==> config.mk <==
export PLATFORM = sky130hd
export DESIGN_NAME = see_slave
export DESIGN_NICKNAME = d
export VERILOG_FILES = /design/src/see_fifo.v /design/src/see_mem.v /design/src/see_slave.v
export VERILOG_INCLUDE_DIRS = /design/src
export SDC_FILE = /design/constraint.sdc
export NUM_CORES = 1
export LEC_CHECK = 0
export BUFFER_PORTS_ARGS = -buffer_cell sky130_fd_sc_hd__buf_2
export CAP_MARGIN = 30
export CORE_ASPECT_RATIO = 1.5
export CORE_MARGIN = 1.5
export CORE_UTILIZATION = 57
export CTS_CLUSTER_DIAMETER = 80
export DETAILED_ROUTE_END_ITERATION = 7
export PLACE_DENSITY = 0.82
export SYNTH_ARGS = -nofsm -noshare
export SYNTH_HDL_FRONTEND = slang
export SYNTH_SLANG_ARGS = --single-unit
==> constraint.sdc <==
create_clock -name sys_clk -period 3.5 [get_ports sys_clk]
set_clock_uncertainty 0.15 [all_clocks]
set_input_delay 0.7 -clock sys_clk [delete_from_list [all_inputs] [get_ports sys_clk]]
set_output_delay 0.7 -clock sys_clk [all_outputs]
set_load 0.03 [all_outputs]
==> src/see_defs.vh <==
// constants for the two-wire serial memory slave
`ifndef SEE_DEFS_VH
`define SEE_DEFS_VH
`define SEE_DEV_ID 7'h50
`define SEE_MEM_DEPTH 128
`define SEE_ADDR_W 7
`define SEE_PAGE_W 3
`define SEE_FIFO_DEPTH 8
`define SEE_FIFO_AW 3
`define SEE_BIT_LAST 4'h7
`define SEE_BIT_ACK 4'h8
`define SEE_CLK_NS 8
`define SEE_PROG_US 5
`define SEE_PROG_CYC ((`SEE_PROG_US * 1000) / `SEE_CLK_NS)
`endif

==> src/see_fifo.v <==
// small synchronous fifo with valid/ready on both sides
`timescale 1ns/1ps
module see_fifo #(
	parameter WIDTH = 8,
	parameter DEPTH = 8,
	parameter AW = 3
) (
	// clock and reset
	input wire sys_clk,
	input wire sys_rst,
	// fill side
	input wire inValid,
	output wire inReady,
	input wire [WIDTH-1:0] inData,
	// drain side
	output wire outValid,
	input wire outReady,
	output wire [WIDTH-1:0] outData
);
	reg [WIDTH-1:0] mem [0:DEPTH-1];
	reg [AW:0] wrPtr_ff;
	reg [AW:0] rdPtr_ff;
	wire [AW:0] fill = wrPtr_ff - rdPtr_ff;
	wire doWr = inValid && inReady;
	wire doRd = outValid && outReady;
	assign inReady = (fill != DEPTH[AW:0]);
	assign outValid = (fill != {(AW+1){1'b0}});
	assign outData = mem[rdPtr_ff[AW-1:0]];
	always @(posedge sys_clk) begin
		if (doWr)
			mem[wrPtr_ff[AW-1:0]] <= inData;
	end
	always @(posedge sys_clk) begin
		if (sys_rst) begin
			wrPtr_ff <= {(AW+1){1'b0}};
			rdPtr_ff <= {(AW+1){1'b0}};
		end else begin
			if (doWr)
				wrPtr_ff <= wrPtr_ff + 1'b1;
			if (doRd)
				rdPtr_ff <= rdPtr_ff + 1'b1;
		end
	end
endmodule

==> src/see_mem.v <==
// 128 byte storage array with registered read data
`timescale 1ns/1ps
`include "see_defs.vh"
module see_mem (
	// clock
	input wire sys_clk,
	// write port
	input wire wrEn,
	input wire [`SEE_ADDR_W-1:0] wrAddr,
	input wire [7:0] wrData,
	// read port
	input wire [`SEE_ADDR_W-1:0] rdAddr,
	output reg [7:0] rdData
);
	reg [7:0] mem [0:`SEE_MEM_DEPTH-1];
	always @(posedge sys_clk) begin
		if (wrEn)
			mem[wrAddr] <= wrData;
		rdData <= mem[rdAddr];
	end
endmodule

==> src/see_slave.v <==
// two-wire serial memory slave: protocol engine and write cycle timer
`timescale 1ns/1ps
`include "see_defs.vh"
// Function
// - acknowledge word address before data byte
// - ack low after address and data
// - stop starts timed programming, bus ignored
// - no ack to write address while busy
// - current, random and sequential reads supported
// - address counter holds last plus one
// - read wraps array end to zero
// - write wraps within current page
// - read address ack, then shift byte
// - random read returns dummy-loaded address byte
// - master ack continues next byte
// - sequential read wraps without pause
// - device byte 1010 000 plus direction
// - start and stop only with scl high
// - eight bits then ack on ninth
// - 128 bytes, 7-bit word address
module see_slave (
	// clock and reset
	input wire sys_clk,
	input wire sys_rst,
	// two-wire pins
	input wire sclIn,
	input wire sdaIn,
	output reg sdaOut_ff,
	output reg sdaOe_ff,
	// status
	output reg busy_ff,
	output reg selected_ff
);
	localparam ST_IDLE = 7'b0000001;
	localparam ST_DEV = 7'b0000010;
	localparam ST_WADR = 7'b0000100;
	localparam ST_WDAT = 7'b0001000;
	localparam ST_RD = 7'b0010000;
	localparam ST_RACK = 7'b0100000;
	localparam ST_HOLD = 7'b1000000;

	reg [6:0] state_ff;
	reg [3:0] bitCnt_ff;
	reg [7:0] shift_ff;
	reg [`SEE_ADDR_W-1:0] addr_ff;
	reg ackPhase_ff;
	reg readDir_ff;
	reg pendWr_ff;
	reg [7:0] pendData_ff;
	reg [`SEE_ADDR_W-1:0] pendAddr_ff;
	reg [15:0] progCnt_ff;
	reg [7:0] txByte_ff;

	// two-stage synchronisers per pin, first stage read only by second
	// reset to the idle bus level so no false edge follows reset
	wire [1:0] pinIn;
	wire [1:0] pinSync;
	wire [1:0] pinDly;
	assign pinIn = {sdaIn, sclIn};
	genvar gi;
	generate
		for (gi = 0; gi < 2; gi = gi + 1) begin : g_sync
			reg meta_ff;
			reg sync_ff;
			reg dly_ff;
			always @(posedge sys_clk) begin
				if (sys_rst) begin
					meta_ff <= 1'b1;
					sync_ff <= 1'b1;
					dly_ff <= 1'b1;
				end else begin
					meta_ff <= pinIn[gi];
					sync_ff <= meta_ff;
					dly_ff <= sync_ff;
				end
			end
			assign pinSync[gi] = sync_ff;
			assign pinDly[gi] = dly_ff;
		end
	endgenerate

	wire sclSync;
	wire sclDly;
	wire sdaSync;
	wire sdaDly;
	wire sclRise;
	wire sclFall;
	wire startCond;
	wire stopCond;
	wire [7:0] rxByte;
	wire devMatch;
	wire rxStep;
	wire byteDone;
	wire ackDone;
	assign sclSync = pinSync[0];
	assign sclDly = pinDly[0];
	assign sdaSync = pinSync[1];
	assign sdaDly = pinDly[1];
	assign sclRise = sclSync && !sclDly;
	assign sclFall = !sclSync && sclDly;
	// sda edges count as start or stop only with scl high on both samples
	assign startCond = sclSync && sclDly && sdaDly && !sdaSync;
	assign stopCond = sclSync && sclDly && !sdaDly && sdaSync;
	assign rxByte = {shift_ff[6:0], sdaSync};
	assign devMatch = (shift_ff[7:1] == `SEE_DEV_ID);
	// bits shift in on rising scl outside the ack slot
	assign rxStep = sclRise && !ackPhase_ff;
	// ack slot opens on the fall after bit 8, closes on the next fall
	assign byteDone = sclFall && !ackPhase_ff && bitCnt_ff == `SEE_BIT_ACK;
	assign ackDone = sclFall && ackPhase_ff;

	// memory read data and write path through the fifo
	wire [7:0] memRdData;
	wire fifoInReady;
	wire fifoOutValid;
	wire [14:0] fifoOutData;
	wire fifoPush;
	wire commitWr;
	// a byte is queued only when a stop closes a complete write
	assign fifoPush = stopCond && pendWr_ff && !busy_ff;
	assign commitWr = fifoOutValid && !busy_ff;

	see_fifo #(
		.WIDTH(15),
		.DEPTH(`SEE_FIFO_DEPTH),
		.AW(`SEE_FIFO_AW)
	) u_fifo (
		.sys_clk(sys_clk),
		.sys_rst(sys_rst),
		.inValid(fifoPush),
		.inReady(fifoInReady),
		.inData({pendAddr_ff, pendData_ff}),
		.outValid(fifoOutValid),
		.outReady(commitWr),
		.outData(fifoOutData)
	);

	see_mem u_mem (
		.sys_clk(sys_clk),
		.wrEn(commitWr),
		.wrAddr(fifoOutData[14:8]),
		.wrData(fifoOutData[7:0]),
		.rdAddr(addr_ff),
		.rdData(memRdData)
	);

	// programming cycle timer
	wire [31:0] progLoad;
	reg nxt_busy;
	reg [15:0] nxt_progCnt;
	assign progLoad = `SEE_PROG_CYC - 1;
	always @* begin
		nxt_busy = busy_ff;
		nxt_progCnt = progCnt_ff;
		if (commitWr) begin
			nxt_busy = 1'b1;
			nxt_progCnt = progLoad[15:0];
		end else if (busy_ff) begin
			if (progCnt_ff == 16'h0000)
				nxt_busy = 1'b0;
			else
				nxt_progCnt = progCnt_ff - 16'h0001;
		end
	end
	always @(posedge sys_clk) begin
		if (sys_rst) begin
			busy_ff <= 1'b0;
			progCnt_ff <= 16'h0000;
		end else begin
			busy_ff <= nxt_busy;
			progCnt_ff <= nxt_progCnt;
		end
	end

	// page wrap for write increment
	wire [`SEE_ADDR_W-1:0] wrNext;
	wire [`SEE_ADDR_W-1:0] rdNext;
	assign wrNext = {addr_ff[`SEE_ADDR_W-1:`SEE_PAGE_W],
		addr_ff[`SEE_PAGE_W-1:0] + 3'h1};
	// read increment rolls over the whole array
	assign rdNext = addr_ff + 7'h01;

	// protocol engine
	always @(posedge sys_clk) begin
		if (sys_rst) begin
			state_ff <= ST_IDLE;
			bitCnt_ff <= 4'h0;
			shift_ff <= 8'h00;
			ackPhase_ff <= 1'b0;
			readDir_ff <= 1'b0;
			sdaOut_ff <= 1'b0;
			sdaOe_ff <= 1'b0;
			selected_ff <= 1'b0;
			pendWr_ff <= 1'b0;
			pendData_ff <= 8'h00;
			pendAddr_ff <= {`SEE_ADDR_W{1'b0}};
			addr_ff <= {`SEE_ADDR_W{1'b0}};
			txByte_ff <= 8'h00;
		end else if (busy_ff) begin
			// inputs ignored during programming
			state_ff <= ST_IDLE;
			sdaOe_ff <= 1'b0;
			selected_ff <= 1'b0;
			pendWr_ff <= 1'b0;
		end else if (startCond) begin
			state_ff <= ST_DEV;
			bitCnt_ff <= 4'h0;
			ackPhase_ff <= 1'b0;
			sdaOe_ff <= 1'b0;
			pendWr_ff <= 1'b0;
		end else if (stopCond) begin
			state_ff <= ST_IDLE;
			sdaOe_ff <= 1'b0;
			selected_ff <= 1'b0;
			pendWr_ff <= 1'b0;
		end else begin
			case (state_ff)
			ST_IDLE: begin
				sdaOe_ff <= 1'b0;
			end
			ST_DEV: begin
				if (rxStep) begin
					shift_ff <= rxByte;
					bitCnt_ff <= bitCnt_ff + 4'h1;
				end
				if (byteDone) begin
					ackPhase_ff <= 1'b1;
					if (devMatch) begin
						sdaOut_ff <= 1'b0;
						sdaOe_ff <= 1'b1;
						selected_ff <= 1'b1;
						readDir_ff <= shift_ff[0];
					end else begin
						state_ff <= ST_HOLD;
					end
				end else if (ackDone) begin
					ackPhase_ff <= 1'b0;
					bitCnt_ff <= 4'h0;
					if (readDir_ff) begin
						// first data bit goes out on the fall ending the ack
						state_ff <= ST_RD;
						txByte_ff <= {memRdData[6:0], 1'b0};
						sdaOut_ff <= 1'b0;
						sdaOe_ff <= !memRdData[7];
						addr_ff <= rdNext;
					end else begin
						sdaOe_ff <= 1'b0;
						state_ff <= ST_WADR;
					end
				end
			end
			ST_WADR: begin
				if (rxStep) begin
					shift_ff <= rxByte;
					bitCnt_ff <= bitCnt_ff + 4'h1;
				end
				if (byteDone) begin
					ackPhase_ff <= 1'b1;
					sdaOut_ff <= 1'b0;
					sdaOe_ff <= 1'b1;
					addr_ff <= shift_ff[`SEE_ADDR_W-1:0];
				end else if (ackDone) begin
					ackPhase_ff <= 1'b0;
					bitCnt_ff <= 4'h0;
					sdaOe_ff <= 1'b0;
					state_ff <= ST_WDAT;
				end
			end
			ST_WDAT: begin
				if (rxStep) begin
					shift_ff <= rxByte;
					bitCnt_ff <= bitCnt_ff + 4'h1;
				end
				if (byteDone) begin
					// later bytes replace the pending one; stop commits it
					ackPhase_ff <= 1'b1;
					sdaOut_ff <= 1'b0;
					sdaOe_ff <= 1'b1;
					pendData_ff <= shift_ff;
					pendAddr_ff <= addr_ff;
					pendWr_ff <= fifoInReady;
					addr_ff <= wrNext;
				end else if (ackDone) begin
					ackPhase_ff <= 1'b0;
					bitCnt_ff <= 4'h0;
					sdaOe_ff <= 1'b0;
				end
			end
			ST_RD: begin
				if (sclFall) begin
					if (bitCnt_ff == `SEE_BIT_LAST - 4'h1) begin
						bitCnt_ff <= `SEE_BIT_LAST;
						sdaOe_ff <= !txByte_ff[7];
					end else if (bitCnt_ff == `SEE_BIT_LAST) begin
						sdaOe_ff <= 1'b0; // release for master ack
						state_ff <= ST_RACK;
					end else begin
						bitCnt_ff <= bitCnt_ff + 4'h1;
						sdaOe_ff <= !txByte_ff[7];
						txByte_ff <= {txByte_ff[6:0], 1'b0};
					end
				end
			end
			ST_RACK: begin
				if (sclRise) begin
					if (sdaSync)
						state_ff <= ST_HOLD;
					else
						ackPhase_ff <= 1'b1;
				end else if (sclFall && ackPhase_ff) begin
					ackPhase_ff <= 1'b0;
					bitCnt_ff <= 4'h0;
					state_ff <= ST_RD;
					txByte_ff <= {memRdData[6:0], 1'b0};
					sdaOut_ff <= 1'b0;
					sdaOe_ff <= !memRdData[7];
					addr_ff <= rdNext;
				end
			end
			ST_HOLD: begin
				sdaOe_ff <= 1'b0;
				selected_ff <= 1'b0;
			end
			default: begin
				state_ff <= ST_IDLE;
			end
			endcase
		end
	end
endmodule

Word-level counts from Yosys, hierarchy flattened --
Memories as Yosys holds them, arrays and structs flattened. A register that Yosys moved wholly into a read port is not among the register bits. Cells that the tools add are included.
Operators by class: add/sub/neg operators 7, equality and inequality tests 52, multiplexer cells 84, bitwise gates (word level) 6, reduce and logical (&&, ||, !) cells 58
Operator list (number):
- 7-bit two-way mux | 17
- 8-bit two-way mux | 8
- 4-bit two-way mux | 10
- 7-bit case mux with 5 select lines | 1
- 3-bit != test, second input constant | 11
- 1-bit two-way mux | 32
- 4-bit != test, second input constant | 8
- 10-bit two-way mux | 3
- 10-bit AND reduction | 3
- 2-bit != test, second input constant | 14
- 7-bit case mux with 4 select lines | 1
- 8-bit case mux with 3 select lines | 1
- 11-bit AND reduction | 2
- 5-bit != test, second input constant | 4
- 1-bit logical AND | 16
- 16-bit zero test | 1
- 16-bit by 1-bit subtractor with 16-bit output, second input constant | 1
- 3-bit nonzero test | 5
- 7-bit == test, second input constant | 2
- 7-bit AND reduction | 2
- 4-bit by 1-bit adder with 4-bit output, second input constant | 3
- 4-bit case mux with 3 select lines | 1
- 12-bit AND reduction | 1
- 4-bit nonzero test | 3
- 30 further kinds | 57
Storage, ports and cells: bits in registers 86, memory bits (writable) 1144, output and inout port bits 4, memories kept 2
Memory list:
- u_mem.mem | depth 128, bits a word 8, rd ports 1, clocked after Yosys merged registers in 1, wr ports 1, line see_mem.v:15 | reg [7:0] mem [0:`SEE_MEM_DEPTH-1];
- u_fifo.mem | depth 8, bits a word 15, rd ports 1, clocked after Yosys merged registers in 1, wr ports 1, line see_fifo.v:20 | reg [WIDTH-1:0] mem [0:DEPTH-1];

Logic depth before layout (Yosys ltp) --
Gate-level depths: netlist (run 1).
depth in word-level cells 9, gate-level depth with buffers 11

Modules after synthesis --
Synthesis (run 1) repeated with hierarchy kept, for this count alone.
Unflattened totals: cells, all modules 2436, area, all modules 49328.6 um^2
By module, submodules not included:
- see_mem | instances 1, cells each 1634, area an instance 39656.8 um^2, sequential area each 30909.6 um^2
- see_fifo | instances 1, cells each 258, area an instance 5226.3 um^2, sequential area each 3823.7 um^2
- see_slave | instances 1, cells each 544, area an instance 4445.5 um^2, sequential area each 1521.5 um^2

Worst setup path before layout (run 1) --
No wires, ideal clock.
path type reg-to-reg, from register u_fifo.rdPtr_ff[1], to memory u_fifo.mem[2][0], enable pin, setup time 409 ps, data arrival time 3053 ps, path slack -112 ps, cell stages (with the launch flop) 9, period minus slack after synthesis 3612 ps, cells stage by stage dfxtp_1 inv_1 ha_1 nor2b_1 o21a_1 or3_1 a31oi_2 nand2b_1 nor3b_1
Between the ends: longest elaborated chain between the ends 5
RTL lines:
- start, declared | line see_fifo.v:22 | reg [AW:0] rdPtr_ff;
- start signal, assigned | line see_fifo.v:36 | rdPtr_ff <= {(AW+1){1'b0}};
- start signal, assigned | line see_fifo.v:41 | rdPtr_ff <= rdPtr_ff + 1'b1;
- 4-bit subtractor | line see_fifo.v:23 | wire [AW:0] fill = wrPtr_ff - rdPtr_ff;
- 4-bit != test | line see_fifo.v:26 | assign inReady = (fill != DEPTH[AW:0]);
- 1-bit logical AND | line see_fifo.v:24 | wire doWr = inValid && inReady;
- 1-bit two-way mux | line see_fifo.v:30 | if (doWr)
- 1-bit two-way mux (implied by the code) | line see_fifo.v:31 | mem[wrPtr_ff[AW-1:0]] <= inData;
- end, declared | line see_fifo.v:20
No other way between the ends.

Worst setup path in the final report (run 1) --
from register u_fifo.rdPtr_ff[1], to memory u_mem.mem[166][1], in the netlist u_mem.mem[83][1], enable pin
Between the ends: longest elaborated chain between the ends 5
RTL lines:
- 4-bit subtractor | line see_fifo.v:23
- 4-bit nonzero test | line see_fifo.v:27 | assign outValid = (fill != {(AW+1){1'b0}});
- 1-bit logical AND | line see_slave.v:121 | assign commitWr = fifoOutValid && !busy_ff;
- 1-bit two-way mux | line see_mem.v:17 | if (wrEn)
- 1-bit two-way mux (implied by the code) | line see_mem.v:18 | mem[wrAddr] <= wrData;
- end, declared | line see_mem.v:15
No other way between the ends.

==> reports/summary.txt, run 1 <==
Status -> completed
Final slew viol count -> 0
Post-synthesis cell area -> 49,230 sq um
CTS tree -> yes
Met2 Usage GRT -> 48.73%
Total power -> 35.52 mW
Most frequent cells in the layout -> 1,144 x edfxtp_1, 304 x mux4_2, 225 x nor2_1
Clock group share of total power -> 34.9%
Postcts setup bufs -> 0
FMAX -> 0.2966 GHz
Post-Synthesis Cells -> 2,588
Crit path kind -> reg -> reg
Asr flop ratio synth -> 0%
CTS Root Cell -> clkbuf_16
Final min period -> 3.372 ns
Worst-Margin Slew -> 1.179 ns
WHS -> 0.04655 ns
Switch Pwr -> 9.168 mW
Sequential share of power -> 51.9%
Die height -> 362.9 microns
DRC Markers -> 0
HP Start -> sdaIn
Most used routing layer -> met2
Max-cap check violation count -> 0
Critical Path RT -> 3.75 ns
Clock tree sinks -> 1,239
# rows -> 131
Leakage power -> 17.53 nW
Setup TNS -> 0 ns
RSZ-0062 raised after global routing -> no
Clk buf depth -> 3
Yosys reg bits -> 1,239
Arr. time, crit path -> 3.62 ns
Via count -> 26,919
Post-synth EDFFs -> 1,144
Proportion of layout cells with a drive suffix above 1 -> 26.81%
Sequential share of the synthesized area -> 73.65%
Initial antenna violation count -> 0
Router iterations before antenna repair -> 8
Largest net degree at the start of global routing -> 129
PwrDens -> 636.5 nW/um^2
Worst r2r src -> u_fifo.rdPtr_ff[1]$_SDFFE_PP0P_
Final Hold Fails -> 0
Internal power -> 26.35 mW
CP Launch Type -> flip-flop
Cts bufs inserted -> 104
Mean Syn Cell Area -> 19.02 sq um
# port buffers -> 6
Clk_lat worst skew -> 0.70 ns
Synth Flop Type -> edfxtp_1
Met1 usage -> 33.05%
Gpl congestion -> 0.9272
Per-cell routed wire length -> 30.45 microns
ANT nets after route -> 0
Fin crit share -> 96.34%
Worst hold path type -> in -> reg
First-pass GRT wire length -> 181,600 microns
Total Routing Usage GR -> 28.13%
Crit path max fanout -> 16
Critical Path Sink Type -> flip-flop
CTS clk-pin slew, worst paths -> 0.07 ns
CTS HTree Levels -> 3
Worst VDD drop -> 783.8 uV
CORE AREA -> 85,230 sq um
Final wirelength -> 122,500 microns
Synth cell types -> 84
Commonest non-fill, non-tap cell in the layout -> edfxtp_1
Fillers -> 5,171
DP Wirelength -> 73,590 microns
1st-iter DRT viols -> 3,162
Critical path startpoint -> u_fifo.rdPtr_ff[1]$_SDFFE_PP0P_
Mapped Nets -> 2,603
Hold buffers post-CTS -> 0
Sw Share -> 25.81%
DR vias/cell -> 6.695
GRT overflow -> 0
Yosys warns -> 0
Setup violators final -> 0
Die width -> 242.9 microns
Die area -> 88,170 sq um
Starting Density -> 57.76%
Top Ports -> 8
# nets final -> 2,818
Vias in the first global route -> 27,819
Post-CTS Resized -> 0
Slew Limit Headroom -> 21.41%
Layout area overhead -> 13.37%
Antenna Cells -> 0
Combinational fraction of design power -> 13.3%
Met3 usage -> 4.286%
-- worst max-delay path, stage by stage, from the launching register on --
cell      delay [ns]
dfxtp_1         0.39
inv_1           0.07
ha_1            0.30
nor2b_1         0.13
o21a_1          0.19
or3_1           0.42
a311oi_2        0.49
nand2_1         0.17
buf_12          0.21
nor2_1          0.33
buf_4           0.22
-- layer usage --
layer,routed length [microns],vias up
met5,0,-
met4,8532,0
met3,9931,438
met2,63210,1775
met1,40790,13809
li1,-,10897
-- cell usage after synthesis, drive strengths merged (13+ instances only) --
library cell | count | area [sq um]
dfxtp | 95 | 1902
inv | 21 | 78.83
nand3 | 29 | 145.1
o21ai | 47 | 239.0
nand2b | 22 | 137.6
clkbuf | 42 | 157.7
buf | 95 | 586.8
a22oi | 21 | 157.7
or3 | 14 | 92.59
mux4 | 304 | 6847
nor3 | 23 | 136.4
mux2i | 68 | 680.7
nor2b | 20 | 125.1
nor2 | 226 | 848.3
xnor2 | 14 | 122.6
a21oi | 58 | 294.0
edfxtp | 1144 | 34350
o22ai | 13 | 81.33
nand2 | 128 | 483.0
a211oi | 16 | 120.1
-- cell type report --
type | instances | area, sq um | area share (%)
multi-input cells | 1190 | 12260 | 21.97
well taps | 1130 | 1414 | 2.533
repair buffers | 246 | 2120 | 3.798
flip-flops and latches | 1239 | 36270 | 64.99
clock buffers | 114 | 2661 | 4.769
inverters | 22 | 82.58 | 0.1480
clock inverters | 80 | 1001 | 1.794
-- kinds of logic after synthesis --
| kind of cell | Yosys count | synth area share, % |
|---|---|---|
| compound gates | 243 | 3.375 |
| mux | 383 | 15.54 |
| xor+xnor | 26 | 0.4626 |
| fa+ha+maj | 11 | 0.2796 |
| simple gates | 526 | 5.002 |
| other cells | 1 | 0.007618 |
| buf+inv | 159 | 1.680 |
| flops | 1239 | 73.65 |
-- state kept, by name (all words and copies together), names as in the netlist, 7 cells and up, named ones only --
signal        count
u_mem.rdData      8
shift_ff          8
pendData_ff       8
addr_ff           7
txByte_ff         7
pendAddr_ff       7
u_fifo.mem      120
progCnt_ff       16
u_mem.mem      1024
state_ff          7
-- worst paths after layout --
path	cells after the start	end	slack, ns
max reg2reg	10	u_mem.mem[83][1]$_DFFE_PP_	0.13
min reg2reg	1	g_sync[0].sync_ff$_SDFF_PP1_	0.27
min	2	g_sync[1].meta_ff$_SDFF_PP1_	0.05
max	10	u_mem.mem[83][1]$_DFFE_PP_	0.13
-- power by group through the flow --
stage	sequential [mW]	clock, mW	combinational [mW]
after floorplan	18.7	0	2.37
after global placement	18.7	0	4.37
after detailed placement	18.7	0	4.62
after CTS	18.4	12.5	4.68
after global routing	18.4	13.0	4.93
final	18.4	12.4	4.72
-- per-stage QoR --
step / worst slack, ns / utilization (%) / cell area, sq um / std cells
floorplan: 0.005258 / - / 49240 / 2588
global placement: 0.2799 / 61.18 / 52150 / 3827
detailed placement: 0.2063 / 61.18 / 52150 / 3827
CTS: 0.1448 / 65.48 / 55810 / 4021
global route: 0.04259 / 65.48 / 55810 / 4021
finish: 0.1282 / 65.48 / 55810 / 4021
Power figures use the tool's default switching activity.
==> run 2: changes to the inputs <==
Settings changed: CORE_UTILIZATION 57 to 50, PLACE_DENSITY 0.82 to 0.72.
Clock period 3.5 ns to 3.9 ns, I/O delays scaled along.
==> run 2 against run 1 <==
Register-to-register slack improved by 0.29 ns. Core utilization decreased by 8.2 points. Critical path depth decreased by 1. Worst hold slack improved by 0.069 ns. Wire length decreased by 5.1%. Combinational power decreased by 11%. Clock power decreased by 14%. Cell count increased by 3.8%. First-iteration DRC count decreased by 15%. Power decreased by 12%. Non-clock buffer count increased by 5. Critical path type unchanged. Critical endpoint is now u_mem.mem[101][4]$_DFFE_PP_. Largest power group unchanged.
==> reports/summary.txt, run 2 (same netlist as run 1, synthesis figures left out) <==
Die area -> 100,400 sq um (+14%)
Clock tree sinks -> 1,239 (unchanged)
HP Start -> sdaIn
Setup violators final -> 0 (unchanged)
ANT nets after route -> 0 (unchanged)
Post-CTS Resized -> 0 (unchanged)
Clock group share of total power -> 34.1% (-0.8 points)
Postcts setup bufs -> 0 (unchanged)
Final wirelength -> 116,300 microns (-5.1%)
Worst-Margin Slew -> 1.056 ns (-0.1225 ns)
Gpl congestion -> 0.9189 (-0.90%)
CORE AREA -> 97,390 sq um (+14%)
DR vias/cell -> 6.150 (-8.1%)
Clk buf depth -> 3 (unchanged)
GRT overflow -> 0 (unchanged)
Area after DPL -> 52,270 sq um (+0.24%)
Arr. time, crit path -> 3.75 ns (+0.13 ns)
RSZ-0062 raised after global routing -> no
Initial antenna violation count -> 0 (unchanged)
Per-cell routed wire length -> 27.86 microns (-8.5%)
Via count -> 25,662 (-4.7%)
Vias in the first global route -> 26,815 (-3.6%)
# nets final -> 2,825 (+0.25%)
Final non-filler cell total -> 4,173 (+3.8%)
Sequential share of power -> 52.6% (+0.7 points)
Critical Path RT -> 4.17 ns (+0.42 ns)
Final slew viol count -> 0 (unchanged)
Total Routing Usage GR -> 23.54% (-4.6 points)
Fin area -> 55,810 sq um (about the same)
Max reg flops -> 1,024 (unchanged)
Switch Pwr -> 7.983 mW (-13%)
Commonest non-fill, non-tap cell in the layout -> edfxtp_1
Largest net degree at the start of global routing -> 81 (-37%)
Max-cap check violation count -> 0 (unchanged)
Worst VDD drop -> 379.3 uV (-52%)
Sw Share -> 25.44% (-0.37 points)
# port buffers -> 6 (unchanged)
Starting Density -> 50.54% (-7.2 points)
Combinational fraction of design power -> 13.3% (about the same)
CTS Root Cell -> clkbuf_16
Status -> completed
Most frequent cells in the layout -> 1,144 x edfxtp_1, 304 x mux4_2, 226 x nor2_1
Final Hold Fails -> 0 (unchanged)
Clk_lat worst skew -> 0.71 ns (about the same)
CTS HTree Levels -> 3 (unchanged)
Leakage power -> 17.43 nW (-0.58%)
Worst r2r src -> u_fifo.wrPtr_ff[1]$_SDFFE_PP0P_
Internal power -> 23.40 mW (-11%)
CTS tree -> yes
# rows -> 140 (+6.9%)
Setup TNS -> 0 ns (unchanged)
PwrDens -> 562.3 nW/um^2 (-12%)
Worst hold path type -> in -> reg
Crit path kind -> reg -> reg
Cts bufs inserted -> 106 (+1.9%)
Critical path startpoint -> u_fifo.wrPtr_ff[1]$_SDFFE_PP0P_
Die width -> 259.2 microns (+6.7%)
Hold buffers post-CTS -> 0 (unchanged)
Layout area overhead -> 13.37% (about the same)
CTS clk-pin slew, worst paths -> 0.07 ns (about the same)
Fin crit share -> 89.32% (-7.0 points)
Top Ports -> 8 (unchanged)
Router iterations before antenna repair -> 5 (-3)
Crit path max fanout -> 16 (unchanged)
Slew Limit Headroom -> 29.32% (+7.9 points)
Proportion of layout cells with a drive suffix above 1 -> 26.42% (-0.38 points)
Dpl cells -> 3,979 (+4.0%)
Biggest register -> u_mem.mem
Final min period -> 3.484 ns (+0.1118 ns)
DP Wirelength -> 74,700 microns (+1.5%)
DRC Markers -> 0 (unchanged)
1st-iter DRT viols -> 2,690 (-15%)
CP Launch Type -> flip-flop
Critical Path Sink Type -> flip-flop
Antenna Cells -> 0 (unchanged)
FMAX -> 0.2871 GHz (-3.2%)
First-pass GRT wire length -> 173,400 microns (-4.5%)
Die height -> 387.3 microns (+6.7%)
Reg2Reg Setup Slack -> 0.42 ns (+0.29 ns)
Largest regs -> u_mem.mem x1024, u_fifo.mem x120, progCnt_ff x16
[run 2: area by class of cell]
cell class / instances / area [sq um]
inverter: 22 / 82.58
timing repair buffer: 251 / 2143
sequential: 1239 / 36270
fill: 7091 / 41590
multi-input combinational: 1190 / 12200
tap: 1278 / 1599
clock buffer: 131 / 2873
clock inverter: 62 / 634.4
[run 2: worst max-delay path, cell delays in order (launching register included)]
cell and delay (ns):
dfxtp_1 0.57, ha_1 0.32, nor2b_1 0.14, o21a_1 0.19, or3_1 0.42, a311oi_2 0.51
nand2_1 0.13, buf_4 0.27, nor2_1 0.27, buf_4 0.21
[run 2: path summary, 6_finish.rpt]
path	to	cells past startpoint
max	u_mem.mem[101][4]$_DFFE_PP_	9
min	g_sync[1].meta_ff$_SDFF_PP1_	2
min reg2reg	g_sync[1].sync_ff$_SDFF_PP1_	1
max reg2reg	u_mem.mem[101][4]$_DFFE_PP_	9
[run 2: layer usage]
layer  up-vias  GRT usage (%)  share of wire [%]
li1      10909              -                  -
met1     13415          27.53                 35
met2      1094          42.36                 54
met4         0          11.00                4.7
met3       244          3.527                6.4
met5         -              0                  0
[run 2: per-stage QoR]
| step | power (mW) | setup WS (ns) | hold slack (ns) | util, % |
|---|---|---|---|---|
| 6_report | 31.38 | 0.4165 | 0.1156 | 57.30 |
| 5_1_grt | 32.31 | 0.2709 | 0.1139 | 57.30 |
| 4_1_cts | 31.51 | 0.4419 | 0.07868 | 57.27 |
| 3_5_place_dp | 20.94 | 0.4407 | 0.2561 | 53.67 |
| 3_3_place_gp | 20.72 | 0.4102 | 0.2549 | 53.64 |
| 2_1_floorplan | 18.89 | 0.2875 | 0.2395 | - |
[run 2: power groups by stage]
stage               registers, mW  logic (mW)  clock network (mW)
floorplan                    16.8        2.13                   0
global placement             16.8        3.95                   0
detailed placement           16.8        4.15                   0
CTS                          16.5        4.17                10.8
global route                 16.5        4.47                11.3
finish                       16.5        4.18                10.7
